==> config.mk <==
export PLATFORM = sky130hd
export DESIGN_NAME = padc_core
export DESIGN_NICKNAME = d
export VERILOG_FILES = /design/src/padc_pkg.sv /design/src/padc_fifo.sv /design/src/padc_core.sv
export SDC_FILE = /design/constraint.sdc
export NUM_CORES = 1
export LEC_CHECK = 0
export BUFFER_PORTS_ARGS = -buffer_cell sky130_fd_sc_hd__buf_2
export CAP_MARGIN = 20
export CORE_MARGIN = 4
export CORE_UTILIZATION = 45
export DETAILED_ROUTE_END_ITERATION = 10
export PLACE_DENSITY = 0.7
export SLEW_MARGIN = 5
export SYNTH_ARGS = -nofsm -noshare
export SYNTH_HDL_FRONTEND = slang
export SYNTH_SLANG_ARGS = --single-unit
==> constraint.sdc <==
create_clock -name clk_i -period 3.48 [get_ports clk_i]
set_input_delay 0.348 -clock clk_i [delete_from_list [all_inputs] [get_ports clk_i]]
set_output_delay 0.348 -clock clk_i [all_outputs]
set_load 0.005 [all_outputs]
==> src/padc_pkg.sv <==
// package: constants for the converter output port
package padc_pkg;
   localparam int unsigned DATA_W       = 12;
   localparam int unsigned LATENCY      = 6;
   localparam int unsigned FIFO_DEPTH   = 16;
   localparam int unsigned RAW_W        = 14;
   localparam logic [11:0] CODE_MIN     = 12'h000;
   localparam logic [11:0] CODE_MID     = 12'h800;
   localparam logic [11:0] CODE_MAX     = 12'hFFF;
   localparam logic [13:0] RAW_MID      = 14'h2000;
   localparam logic [13:0] RAW_LO_LIM   = 14'h1800;
   localparam logic [13:0] RAW_HI_LIM   = 14'h27FF;
   localparam logic [13:0] RAW_SE_LO    = 14'h1000;
   localparam logic [13:0] RAW_SE_HI    = 14'h2FFF;
   localparam int unsigned CLK_PERIOD_NS = 100;
endpackage : padc_pkg

==> src/padc_fifo.sv <==
// file: parameterised flip-flop fifo with valid/ready on both sides
`timescale 1ns/100ps
`default_nettype none
module padc_fifo #(
   parameter int unsigned WIDTH = 12,
   parameter int unsigned DEPTH = 16
) (
   input  wire logic             clk_i,
   input  wire logic             rst_b_i,
   input  wire logic             flush_i,
   input  wire logic [WIDTH-1:0] in_data_i,
   input  wire logic             in_valid_i,
   output logic                  in_ready_o,
   output logic      [WIDTH-1:0] out_data_o,
   output logic                  out_valid_o,
   input  wire logic             out_ready_i
);
   localparam int unsigned AW = $clog2(DEPTH);
   logic [WIDTH-1:0] mem_q [DEPTH];
   logic [AW-1:0]    wr_q;
   logic [AW-1:0]    rd_q;
   logic [AW:0]      cnt_q;
   wire              push = in_valid_i && in_ready_o;
   wire              pop  = out_valid_o && out_ready_i;

   assign in_ready_o  = (cnt_q != (AW+1)'(DEPTH)) && !flush_i;
   assign out_valid_o = (cnt_q != '0);
   assign out_data_o  = mem_q[rd_q];

   always_ff @(posedge clk_i) begin
      if (push) begin
         mem_q[wr_q] <= in_data_i;
      end
   end

   always_ff @(posedge clk_i) begin
      if (!rst_b_i || flush_i) begin
         wr_q  <= '0;
         rd_q  <= '0;
         cnt_q <= '0;
      end else begin
         if (push) wr_q <= wr_q + 1'b1;
         if (pop)  rd_q <= rd_q + 1'b1;
         cnt_q <= cnt_q + (AW+1)'(push) - (AW+1)'(pop);
      end
   end
endmodule : padc_fifo
`default_nettype wire

==> src/padc_core.sv <==
// file: digital side of the pipelined converter and its output port
//
// Notes on behaviour
// - one new output word every clock
// - sample on rising edge, nine-cycle latency from pin to data_o
// - results are 12-bit parallel words
// - output enable high tri-states data outputs
// - conversion continues while outputs tri-stated
// - sleep request high enters low power
// - differential codes are offset binary
// - single-ended codes rise linearly, quarter 0x400
// - over-range saturates at nearest extreme code
// - data valid only with enable and sleep low
// - sleep corrupts pipeline, outputs undefined
`timescale 1ns/100ps
`default_nettype none
module padc_core (
   input  wire logic                        clk_i,
   input  wire logic                        rst_b_i,
   input  wire logic [padc_pkg::RAW_W-1:0]  raw_sample_i,
   input  wire logic                        single_ended_i,
   input  wire logic                        out_enable_b_i,
   input  wire logic                        sleep_request_i,
   output logic      [padc_pkg::DATA_W-1:0] data_o,
   output logic      [padc_pkg::DATA_W-1:0] data_oe_o,
   output logic                             data_valid_o,
   output logic                             low_power_o,
   output logic      [padc_pkg::DATA_W-1:0] fifo_data_o,
   output logic                             fifo_valid_o,
   input  wire logic                        fifo_ready_i,
   output logic                             fifo_overrun_o
);
   import padc_pkg::*;

   // raw tracks the driven input against common mode; a single-ended
   // drive swings twice as far, so its span is twice the differential one
   function automatic logic [DATA_W-1:0] to_code(
      input logic [RAW_W-1:0] raw,
      input logic             se
   );
      logic [RAW_W-1:0] lo;
      logic [RAW_W-1:0] hi;
      logic [RAW_W-1:0] sh;
      lo = se ? RAW_SE_LO : RAW_LO_LIM;
      hi = se ? RAW_SE_HI : RAW_HI_LIM;
      sh = raw - lo;
      if (raw <= lo) begin
         // clamp rather than wrap, so over-range pins the extreme code
         to_code = CODE_MIN;
      end else if (raw >= hi) begin
         to_code = CODE_MAX;
      end else if (se) begin
         sh = sh >> 1;
         to_code = sh[DATA_W-1:0];
      end else begin
         to_code = sh[DATA_W-1:0];
      end
   endfunction : to_code

   // pin inputs come from outside the clock domain
   logic [RAW_W-1:0] raw_s1_q, raw_s2_q;
   logic [2:0]       ctl_s1_q, ctl_s2_q;
   always_ff @(posedge clk_i) begin
      raw_s1_q <= raw_sample_i;
      raw_s2_q <= raw_s1_q;
      ctl_s1_q <= {single_ended_i, out_enable_b_i, sleep_request_i};
      ctl_s2_q <= ctl_s1_q;
   end
   wire se_w    = ctl_s2_q[2];
   wire oe_b_w  = ctl_s2_q[1];
   wire sleep_w = ctl_s2_q[0];

   wire [DATA_W-1:0] code_w = to_code(raw_s2_q, se_w);

   a_code_sat: assert property (@(posedge clk_i)
      disable iff (!rst_b_i)
      (!se_w && raw_s2_q >= RAW_HI_LIM) |-> code_w == CODE_MAX)
      else $error("over-range not saturated");
   a_code_floor: assert property (@(posedge clk_i)
      disable iff (!rst_b_i)
      (!se_w && raw_s2_q <= RAW_LO_LIM) |-> code_w == CODE_MIN)
      else $error("under-range not saturated");
   a_code_mid: assert property (@(posedge clk_i)
      disable iff (!rst_b_i)
      raw_s2_q == RAW_MID |-> code_w == CODE_MID)
      else $error("zero input not mid code");
   a_se_ceiling: assert property (@(posedge clk_i)
      disable iff (!rst_b_i)
      (se_w && raw_s2_q >= RAW_SE_HI) |-> code_w == CODE_MAX)
      else $error("single-ended over-range not saturated");
   a_se_floor: assert property (@(posedge clk_i)
      disable iff (!rst_b_i)
      (se_w && raw_s2_q <= RAW_SE_LO) |-> code_w == CODE_MIN)
      else $error("single-ended under-range not saturated");
   a_code_monotone: assert property (@(posedge clk_i)
      disable iff (!rst_b_i)
      ($stable(se_w) && raw_s2_q > $past(raw_s2_q)) |->
         code_w >= $past(code_w))
      else $error("code fell while input rose");

   // pipeline of LATENCY stages, always advancing
   logic [DATA_W-1:0]  pipe_q [LATENCY];
   logic [LATENCY-1:0] vld_q;
   always_ff @(posedge clk_i) begin
      pipe_q[0] <= sleep_w ? ~pipe_q[0] : code_w;
   end
   genvar g;
   generate
      for (g = 1; g < LATENCY; g++) begin : g_pipe
         // sleep scrambles stages, as the analog stages lose charge
         always_ff @(posedge clk_i) begin
            pipe_q[g] <= sleep_w ? ~pipe_q[g-1] : pipe_q[g-1];
         end
      end
   endgenerate

   // one valid bit per stage, so a wake refills before anything shows
   always_ff @(posedge clk_i) begin
      if (rst_b_i && !sleep_w) begin
         vld_q <= {vld_q[LATENCY-2:0], 1'b1};
      end else begin
         vld_q <= '0;
      end
   end

   wire [DATA_W-1:0] tail_w = pipe_q[LATENCY-1];
   wire              show_w = !oe_b_w && !sleep_w;

   always_ff @(posedge clk_i) begin
      if (!rst_b_i) begin
         data_o       <= CODE_MID;
         data_oe_o    <= '0;
         data_valid_o <= 1'b0;
         low_power_o  <= 1'b0;
      end else begin
         data_o       <= tail_w;
         data_oe_o    <= {DATA_W{!oe_b_w}};
         data_valid_o <= show_w && vld_q[LATENCY-1];
         low_power_o  <= sleep_w;
      end
   end

   // words shown to the host also stream into the buffer
   wire fifo_in_ready_w;
   wire push_w = show_w && vld_q[LATENCY-1];
   padc_fifo #(.WIDTH(DATA_W), .DEPTH(FIFO_DEPTH)) u_fifo (
      .clk_i       (clk_i),
      .rst_b_i     (rst_b_i),
      .flush_i     (sleep_w),
      .in_data_i   (tail_w),
      .in_valid_i  (push_w),
      .in_ready_o  (fifo_in_ready_w),
      .out_data_o  (fifo_data_o),
      .out_valid_o (fifo_valid_o),
      .out_ready_i (fifo_ready_i)
   );

   // the converter cannot stall, so a full buffer drops and flags it
   always_ff @(posedge clk_i) begin
      if (!rst_b_i) begin
         fifo_overrun_o <= 1'b0;
      end else if (push_w && !fifo_in_ready_w) begin
         fifo_overrun_o <= 1'b1;
      end
   end

   a_latency_six: assert property (@(posedge clk_i)
      disable iff (!rst_b_i)
      (!sleep_w [*8]) |=> data_o == $past(code_w, 7))
      else $error("output word not six stages behind sample");
   a_valid_rate: assert property (@(posedge clk_i)
      disable iff (!rst_b_i)
      (vld_q[LATENCY-1] && show_w) |=>
         data_valid_o && data_o == $past(tail_w))
      else $error("shown word not delivered next clock");

   a_tristate_oe: assert property (@(posedge clk_i)
      disable iff (!rst_b_i)
      oe_b_w |=> data_oe_o == '0)
      else $error("data driven while enable high");
   a_drive_on: assert property (@(posedge clk_i)
      disable iff (!rst_b_i)
      !oe_b_w |=> data_oe_o == '1)
      else $error("data not driven while enable low");

   a_oe_keeps: assert property (@(posedge clk_i)
      disable iff (!rst_b_i)
      (oe_b_w && !sleep_w) |=> vld_q[0] && pipe_q[0] == $past(code_w))
      else $error("pipeline stalled while tri-stated");
   a_oe_lost: assert property (@(posedge clk_i)
      disable iff (!rst_b_i)
      oe_b_w |=> !data_valid_o)
      else $error("word marked valid while tri-stated");

   a_sleep_power: assert property (@(posedge clk_i)
      disable iff (!rst_b_i)
      sleep_w |=> low_power_o && !data_valid_o)
      else $error("sleep not honoured");
   a_wake_power: assert property (@(posedge clk_i)
      disable iff (!rst_b_i)
      !sleep_w |=> !low_power_o)
      else $error("low power held while awake");

   a_valid_gate: assert property (@(posedge clk_i)
      disable iff (!rst_b_i)
      data_valid_o |-> !low_power_o && data_oe_o != '0)
      else $error("valid while disabled or asleep");

   a_refill_six: assert property (@(posedge clk_i)
      disable iff (!rst_b_i)
      $fell(sleep_w) |-> !vld_q[LATENCY-1] [*6])
      else $error("stale word marked valid after sleep");
   a_wake_quiet: assert property (@(posedge clk_i)
      disable iff (!rst_b_i)
      $fell(sleep_w) |-> !data_valid_o [*7])
      else $error("output valid during refill");
   a_sleep_flush: assert property (@(posedge clk_i)
      disable iff (!rst_b_i)
      sleep_w |=> !fifo_valid_o)
      else $error("buffer not flushed by sleep");

   a_push_kept: assert property (@(posedge clk_i)
      disable iff (!rst_b_i)
      push_w |=> fifo_valid_o || fifo_overrun_o)
      else $error("shown word neither buffered nor flagged");
   a_overrun_hold: assert property (@(posedge clk_i)
      disable iff (!rst_b_i)
      fifo_overrun_o |=> fifo_overrun_o)
      else $error("overrun flag cleared without reset");
endmodule : padc_core
`default_nettype wire

==> run_results.csv, run 1 <==
group,metric,value,unit
routing,dr.pass1.iters,4,
setup_path,worst_setup_path_start_kind,"register",
routing,dr_total_vias,5796,
clock_tree,clkSlewWorstSetupHoldPaths,0.05,ns
clock_tree,clock-sinks,337,
clock_tree,htree_levels,2,
cells_and_area,finalInstanceArea,13800,um^2
synth,syn_nets,725,
synth,synth_edf_count,192,
setup_path,crit_chain,"inv_1, ha_1, or4b_1, nand2_1, inv_1, ha_1, inv_1, ha_1, fa_1, a21oi_1, nor2_1, or3_1, a21oi_1",
power,power.density,682,nW/um^2
setup_path,crit_slowest_cell,"or4b_1",
setup_path,cp.arrival,3.41,ns
routing,avgViaCountPerCell,5.04,
timing,max_slew_margin,0.399,
timing,worst_pin_slew,0.901,ns
synth,syn_area,11800,um^2
placement,dpl_cell_area,12600,um^2
synth,synth_top_area_share,0.488,
routing,detail-route-antenna-nets,0,
timing,setup_viol,0,
routing,drt_iter0_drc,482,
grt,grt_pass1_wl,33700,um
timing,fin_setup_tns,0,ns
clock_tree,hold_buffers,17,
clock_tree,numCtsBuffers,35,
synth,synthArstFlopShare,0,
clock_tree,cts_root_buf,"clkbuf_16",
placement,gp_routability_congestion,0.746,
floorplanning,die_x,170,um
routing,routed_wl,21300,um
synth,synth_cell_types,40,
run,drv_cap,0,
power,power,9.44,mW
cells_and_area,nets,822,
setup_path,worstPathMaxFanout,5,
clock_tree,post_cts.repair.setup_buffers,0,
routing,wire_per_inst,18.5,um
timing,rsz0062_at_grt,"false",
hold_path,min_path_type,"in2reg",
placement,io_buffers,59,
timing,skew,0.0230,ns
synth,synth.most_common_cell,"edfxtp_1",
outcome,status,"completed",
cells_and_area,final_util,0.534,
floorplanning,initial_utilization,0.456,
setup_path,path_buf_inv,3,
grt,grt_use_total,0.151,
timing,finalHoldViolCount,0,
placement,dp_hpwl,12800,um
synth,postSynthAreaPerCell,17.1,um^2
clock_tree,worstSkewPairLatency,0.51,ns
cells_and_area,area_growth,17.2,%
synth,synth_seq_cells,337,
power,ir_drop,0.498,mV
timing,period_share,0.864,
synth,ys.flop_type,"edfxtp_1",
floorplanning,io_pins,60,
grt,grt_max_degree,62,
routing,post-route-drc-count,0,
clock_tree,clockBufferDepth,3,
floorplanning,design.core.area,25900,um^2
synth,synth_cells,691,
setup_path,worstSetupPathType,"reg2reg",
clock_tree,ctsResizeCount,0,
synth,synth_area_leaders,"edfxtp_1 (49%), dfxtp_1 (25%), mux4_2 (9.2%), xor2_1 (4.8%), a22oi_1 (1.5%)",
synth,synth-seq-area-share,0.734,
timing,max_freq,0.333,GHz
synth,synth_common_cells,"edfxtp_1 (192), dfxtp_1 (145), xor2_1 (65)",
grt,antenna_found_initial,0,
timing,finalMaxSlewViolations,0,
floorplanning,die_y,170,um
power,leakage,4.97,nW
setup_path,cp-end-kind,"register",
synth,yosysWarnings,0,
cells_and_area,insertedDiodeCount,0,
floorplanning,die_area,28900,um^2
setup_path,crit_family,"simple AND/OR/NAND/NOR gates",
setup_path,cp_data_required_time,3.89,ns
grt,grt_overflow_total,0,
clock_tree,cts_tree,"yes",
timing,period_needed,3.01,ns
cells_and_area,drive_gt1_frac,0.237,
setup_path,crit_path_max_incr_delay,0.53,ns
grt,grt_pass1_vias,6026,
synth,synth_top_area_cell,"edfxtp_1",
floorplanning,num_rows,59,
cell type report:
cell class / instances / area [um^2]
inverter: 13 / 48.8
sequential: 337 / 8680
clock buffer: 55 / 1060
fill: 2074 / 12100
multi-input combinational: 298 / 2880
clock inverter: 8 / 52.6
timing repair buffer: 103 / 693
tap: 335 / 419
layout by cell type (no fill, tap or decap), types with 3 or more instances in the layout:
cell and n:
clkbuf_8 5, o22ai_1 12, inv_1 13, dfxtp_1 142, clkbuf_1 12, nand2_1 20, and2_1 23, nor2_1 26
buf_2 59, clkinv_2 4, buf_4 25, nor3_2 5, nor4_1 3, ha_1 13, xnor2_1 4, nand2b_1 4
a22oi_1 24, a21oi_1 4, clkbuf_16 38, nor2b_1 11, edfxtp_1 192, dlygate4sd3_1 17, xor2_1 65, a211oi_1 10
nand3_1 5, mux4_2 48
logic make-up after synthesis:
family | share of synthesized area
AOI/OAI and AO/OA | 0.0335
xor gates and xnor gates | 0.0512
adders and majority gates | 0.0155
buffers and inverters | 0.0235
DFF | 0.734
muxes | 0.0932
and+or+nand+nor | 0.0491
stage by stage:
| step | cells | worst slack [ns] | hold WS, ns |
|---|---|---|---|
| 2_1_floorplan | 691 | 0.654 | 0.310 |
| 4_1_cts | 1149 | 0.448 | 0.182 |
| 3_5_place_dp | 1069 | 0.477 | 0.312 |
| 6_report | 1149 | 0.474 | 0.191 |
| 3_3_place_gp | 1069 | 0.584 | 0.312 |
| 5_1_grt | 1149 | 0.291 | 0.201 |
routing by layer:
metal | vias to the layer above | global-route usage | wire length [um]
met1 | 2871 | 0.207 | 9420
met5 | - | 0 | 0
met2 | 146 | 0.244 | 10200
met4 | 0 | 0.0479 | 422
met3 | 31 | 0.0297 | 1210
li1 | 2748 | - | -
path summary, 6_finish.rpt:
kind	startpoint	slack [ns]	cells after the start	end
worst min register to register	raw_s1_q[8]	0.32	0	raw_s2_q[8]
worst max-delay path	u_fifo.cnt_q[3]	0.47	13	u_fifo.cnt_q[4]
worst min-delay path	fifo_ready_i	0.19	3	register
worst max register to register	u_fifo.cnt_q[3]	0.47	13	u_fifo.cnt_q[4]
worst reg2reg max path, stage by stage (launching register included):
cell and delay, ns:
dfxtp_1 0.32, inv_1 0.08, ha_1 0.16, or4b_1 0.53, nand2_1 0.16, inv_1 0.06, ha_1 0.26, inv_1 0.04
ha_1 0.20, fa_1 0.41, a21oi_1 0.17, nor2_1 0.06, or3_1 0.34, a21oi_1 0.15
flip-flops by register name, indices dropped and copies added (netlist names), 3 cells and up, named ones only:
signal / cells
u_fifo.mem_q: 192
pipe_q: 72
raw_s1_q: 14
raw_s2_q: 14
data_o: 12
vld_q: 6
u_fifo.cnt_q: 5
u_fifo.rd_q: 4
u_fifo.wr_q: 4
ctl_s1_q: 3
ctl_s2_q: 3
power breakdown:
group	switching (mW)	internal [mW]	leakage (nW)	total (mW)
Clock	1.43	2.11	0.549	3.54
Combinational	0.330	0.431	1.48	0.761
Sequential	0.390	4.75	2.94	5.14
Power figures use the tool's default switching activity.
==> run 2: changes to the inputs <==
PLACE_DENSITY = 0.64   (was 0.7)
==> run_results.csv, run 2 (synthesized netlist as in run 1, its figures left out) <==
group,metric,value,unit
run,drv_cap,0,
power,leakage,4.95,nW
clock_tree,hold_buffers,17,
grt,grt_use_total,0.143,
hold_path,min_path_type,"in2reg",
timing,skew,0.0230,ns
setup_path,cp_data_required_time,3.90,ns
clock_tree,numCtsBuffers,34,
cells_and_area,drive_gt1_frac,0.234,
cells_and_area,mostFrequentLayoutCell,"edfxtp_1",
clock_tree,ctsResizeCount,0,
power,power.density,691,nW/um^2
timing,period_share,0.890,
clock_tree,worstSkewPairLatency,0.52,ns
setup_path,crit-reg2reg-launch,"u_fifo.cnt_q[2]",
setup_path,worstSetupPathType,"reg2reg",
clock_tree,cts_tree,"yes",
timing,max_freq,0.323,GHz
setup_path,r2r_slack,0.38,ns
cells_and_area,fillers,2078,
floorplanning,design.core.area,25900,um^2
timing,setup_viol,0,
clock_tree,cts_root_buf,"clkbuf_16",
clock_tree,clkSlewWorstSetupHoldPaths,0.06,ns
routing,met1Wirelength,8880,um
placement,pre_cts_slack,0.401,ns
timing,max_slew_margin,0.297,
timing,period_needed,3.10,ns
clock_tree,clockBufferDepth,3,
cells_and_area,regMostFlops,"u_fifo.mem_q",
floorplanning,die_x,170,um
routing,drt_iter0_drc,417,
placement,io_buffers,59,
routing,route.met2.wl,10100,um
timing,rsz0062_at_grt,"false",
grt,grt_pass1_vias,6025,
setup_path,cp.arrival,3.52,ns
floorplanning,die_area,28900,um^2
floorplanning,initial_utilization,0.456,
routing,dr.pass1.iters,4,
routing,detail-route-antenna-nets,0,
cells_and_area,insertedDiodeCount,0,
timing,worst_pin_slew,1.05,ns
placement,dp_hpwl,12500,um
routing,wire_per_inst,17.9,um
grt,grt_max_degree,63,
cells_and_area,final_cell_mix,"edfxtp_1 (192), dfxtp_1 (142), xor2_1 (65)",
hold_path,hold_start,"fifo_ready_i",
routing,post-route-drc-count,0,
setup_path,worst_setup_path_start_kind,"register",
cells_and_area,largest_reg_flops,192,
placement,gp_routability_congestion,0.850,
timing,layout_setup_ws,0.384,ns
timing,finalMaxSlewViolations,0,
floorplanning,io_pins,60,
cells_and_area,seq_area,8670,um^2
floorplanning,num_rows,59,
timing,holdWs,0.171,ns
routing,avgViaCountPerCell,5.07,
routing,routed_wl,20400,um
hold_path,hold_depth,3,
timing,finalHoldViolCount,0,
timing,fin_setup_tns,0,ns
setup_path,cp-end-kind,"register",
cells_and_area,multi_input_area,2880,um^2
routing,wl_met3,884,um
cells_and_area,area_growth,16.8,%
grt,antenna_found_initial,0,
cells_and_area,nets,814,
setup_path,rr_worst_depth,13,
clock_tree,post_cts.repair.setup_buffers,0,
clock_tree,clock-sinks,337,
power,ir_drop,0.481,mV
clock_tree,htree_levels,2,
grt,grt_pass1_wl,32600,um
setup_path,reg2reg_to,"u_fifo.cnt_q[4]",
floorplanning,die_y,170,um
routing,maxUsedRoutingLayer,"met4",
grt,grt_overflow_total,0,
outcome,status,"completed",
setup_path,worstPathMaxFanout,5,
cells_and_area,top_regs,"u_fifo.mem_q: 192 flops, pipe_q: 72 flops",
routing,dr_total_vias,5775,
## run 2: worst max-delay path by stage
stage	startpoint	to	slack, ns	cells past startpoint
after global placement	u_fifo.cnt_q[3]	u_fifo.cnt_q[4]	0.62	13
after detailed placement	u_fifo.cnt_q[2]	u_fifo.cnt_q[4]	0.40	13
after floorplan	u_fifo.cnt_q[3]	u_fifo.cnt_q[4]	0.65	14
after global routing	u_fifo.cnt_q[2]	u_fifo.cnt_q[4]	0.26	13
final	u_fifo.cnt_q[2]	u_fifo.cnt_q[4]	0.38	13
after CTS	u_fifo.cnt_q[2]	u_fifo.cnt_q[4]	0.39	13
## run 2: worst max-delay path, cell delays in order, from the launching register on
cell and delay (ns):
dfxtp_1 0.33, inv_1 0.09, ha_1 0.17, or4b_1 0.53, nand2_1 0.16, inv_1 0.06, ha_1 0.26, inv_1 0.04
ha_1 0.20, fa_1 0.42, a21oi_1 0.18, nor2_1 0.06, or3_1 0.35, a21oi_1 0.17
## run 2: layout make-up
type | instances | share of cell area
Sequential cell | 337 | 0.629
Timing Repair Buffer | 96 | 0.0464
Tap cell | 335 | 0.0304
Clock inverter | 20 | 0.0158
Multi-Input combinational cell | 298 | 0.209
Inverter | 13 | 0.00354
Clock buffer | 41 | 0.0659
## run 2: metal layers
metal  global-route usage  vias up
met2                0.241      129
met4               0.0514        0
met5                    0        -
met3               0.0256       38
li1                     -     2725
met1                0.189     2883
## run 2: per-stage QoR
step	std cells	util	total power, mW	instance area (um^2)
after floorplan	691	-	5.67	11800
after global placement	1062	0.482	5.94	12500
final	1140	0.532	9.53	13800
after CTS	1140	0.532	9.65	13800
after detailed placement	1062	0.482	6.01	12500
after global routing	1140	0.532	9.94	13800
## run 2: power by group
part	leakage [nW]	internal, mW	switching (mW)
clock	0.558	2.17	1.44
combinational	1.45	0.431	0.376
sequential	2.94	4.75	0.364
total	4.95	7.35	2.18
==> run 3: changes to the inputs <==
ABC_AREA = 1   (was not set)
PLACE_DENSITY = 0.63   (was 0.64)
==> run_results.csv, run 3 <==
group,metric,value,unit
power,switching_share,0.249,
timing,worst_pin_slew,0.780,ns
setup_path,crit_chain,"buf_4, a21oi_1, o21ai_0, nand3_1, nand3_1, nand2_1, buf_2",
timing,fin_setup_tns,0,ns
power,p_switching,2.40,mW
grt,antenna_found_initial,1,
synth,synth-seq-area-share,0.686,
synth,synth_top_area_share,0.456,
setup_path,cp.arrival,2.13,ns
timing,max_freq,0.404,GHz
setup_path,crit_family,"buffers and inverters",
floorplanning,io_pins,60,
synth,ys.flop_type,"edfxtp_1",
clock_tree,cts_tree,"yes",
timing,finalHoldViolCount,0,
power,seqPwrFrac,0.522,
setup_path,cp_data_required_time,3.13,ns
synth,synth_seq_cells,337,
power,p_int,7.23,mW
cells_and_area,final_cell_mix,"edfxtp_1 (192), nand2_1 (170), inv_1 (142), dfxtp_1 (142), nand3_1 (88)",
setup_path,crit_path_max_incr_delay,0.48,ns
cells_and_area,nets,1203,
routing,routed_wl,23500,um
floorplanning,die_area,30800,um^2
power,ir_drop,0.442,mV
cells_and_area,largest_reg_flops,192,
routing,post-route-drc-count,0,
clock_tree,clock-sinks,337,
synth,synth.most_common_cell,"edfxtp_1",
clock_tree,worstSkewPairLatency,0.51,ns
timing,layout_setup_ws,1.00,ns
setup_path,endpoint,"fifo_data_o[11]",
routing,drt_iter0_drc,506,
synth,synthArstFlopShare,0,
grt,grt_max_degree,77,
synth,syn_area,12600,um^2
outcome,status,"completed",
power,power,9.63,mW
clock_tree,htree_levels,2,
cells_and_area,top_regs,"u_fifo.mem_q: 192 flops, pipe_q: 72 flops",
setup_path,critical_path_depth,7,
timing,skew,0.0206,ns
floorplanning,initial_utilization,0.455,
timing,period_share,0.711,
floorplanning,num_rows,61,
setup_path,cp-end-kind,"output port",
setup_path,crit_path_frequent_cell,"nand3_1",
setup_path,crit_slowest_cell,"dfxtp_4",
setup_path,worstPathMaxFanout,50,
cells_and_area,insertedDiodeCount,0,
synth,postSynthAreaPerCell,11.6,um^2
timing,max_slew_margin,0.480,
power,power.density,665,nW/um^2
synth,synth_common_cells,"edfxtp_1 (192), nand2_1 (170), dfxtp_1 (145)",
clock_tree,clockBufferDepth,3,
grt,grt_overflow_total,0,
routing,avgViaCountPerCell,4.76,
hold_path,min_path_type,"in2reg",
grt,grt_pass1_vias,7247,
placement,io_buffers,59,
synth,synth_top_area_cell,"edfxtp_1",
cells_and_area,mostFrequentLayoutCell,"edfxtp_1",
grt,grt_use_total,0.154,
routing,dr.pass1.iters,5,
floorplanning,die_x,176,um
floorplanning,die_y,176,um
timing,rsz0062_at_grt,"false",
grt,grt_pass1_wl,37800,um
floorplanning,design.core.area,27800,um^2
setup_path,crit-reg2reg-launch,"u_fifo.cnt_q[3]",
synth,synth_cell_types,27,
run,drv_cap,0,
routing,detail-route-antenna-nets,0,
routing,dr_total_vias,7468,
synth,synth_edf_count,192,
timing,period_needed,2.48,ns
hold_path,hold_depth,3,
timing,setup_viol,0,
cells_and_area,area_growth,14.7,%
cells_and_area,drive_gt1_frac,0.130,
synth,syn_nets,1128,
power,power.share.combinational,0.109,
clock_tree,ctsResizeCount,0,
routing,wire_per_inst,15.0,um
setup_path,worstSetupPathType,"reg2out",
power,leakage,5.74,nW
setup_path,path_buf_inv,2,
setup_path,worst_setup_path_start_kind,"register",
synth,synth_area_leaders,"edfxtp_1 (46%), dfxtp_1 (23%), nand2_1 (5.0%), inv_1 (4.2%), o211ai_1 (3.7%)",
setup_path,rr_worst_depth,14,
cells_and_area,regMostFlops,"u_fifo.mem_q",
clock_tree,clkSlewWorstSetupHoldPaths,0.06,ns
timing,finalMaxSlewViolations,0,
placement,gp_routability_congestion,0.813,
setup_path,r2r_slack,1.02,ns
synth,synth_cells,1094,
clock_tree,cts_root_buf,"clkbuf_16",
synth,yosysWarnings,0,
placement,dp_hpwl,14300,um
power,power.clock.fraction,0.370,
placement,pre_cts_slack,1.02,ns
setup_path,reg2reg_to,"u_fifo.cnt_q[4]",
clock_tree,numCtsBuffers,36,
run 3: metal layers:
layer	global-route usage	wire length, um
met4	0.0468	563
met3	0.0269	1190
met5	0	16
met2	0.251	10800
met1	0.212	10900
run 3: layout make-up:
| class | instances | area [um^2] |
|---|---|---|
| Tap cell | 378 | 473 |
| Sequential cell | 337 | 8670 |
| Clock inverter | 12 | 125 |
| Fill cell | 2430 | 13300 |
| Inverter | 144 | 541 |
| Timing Repair Buffer | 101 | 666 |
| Clock buffer | 48 | 977 |
| Multi-Input combinational cell | 549 | 3030 |
run 3: worst min path at each step:
stage / slack (ns) / start / to
6_report: 0.25 / rst_b_i / data_o[10]
5_1_grt: 0.27 / rst_b_i / data_o[10]
4_1_cts: 0.24 / rst_b_i / data_o[1]
3_5_place_dp: 0.31 / ctl_s1_q[2] / ctl_s2_q[2]
3_3_place_gp: 0.31 / ctl_s1_q[1] / ctl_s2_q[1]
2_1_floorplan: 0.31 / ctl_s1_q[0] / ctl_s2_q[0]
run 3: worst min-delay path: stages:
cell and delay, ns:
buf_2 0.21, nand2_1 0.10, inv_1 0.04
run 3: power by group through the flow:
stage               clock [mW]  combinational, mW  sequential (mW)
floorplan                    0              0.832             4.96
CTS                       3.65               1.06             5.03
global route              3.81               1.21             5.08
finish                    3.56               1.05             5.03
global placement             0               1.02             5.11
detailed placement           0               1.04             5.12
run 3: stage by stage:
stage | cells | hold WS, ns | util | area (um^2)
6_report | 1569 | 0.247 | 0.522 | 14500
5_1_grt | 1569 | 0.266 | 0.522 | 14500
4_1_cts | 1569 | 0.239 | 0.522 | 14500
3_5_place_dp | 1492 | 0.312 | 0.476 | 13200
3_3_place_gp | 1492 | 0.311 | 0.476 | 13200
2_1_floorplan | 1094 | 0.310 | - | 12600
run 3: cell families (layout without fill, tap and decap cells):
group,count (synthesis),after routing,share of synthesized area
and+or+nand+nor,321,321,0.109
muxes,9,9,0.00713
adders and majority gates,14,14,0.0145
AOI/OAI and AO/OA,153,153,0.0731
buffers and inverters,208,305,0.0748
DFF,337,337,0.686
xor gates and xnor gates,52,52,0.0360
run 3: repair_timing:
action | 4_1_cts | 5_1_grt
endpoints found under the hold margin | 17 | 0
setup buffers | 0 | 0
hold buffers | 17 | 0
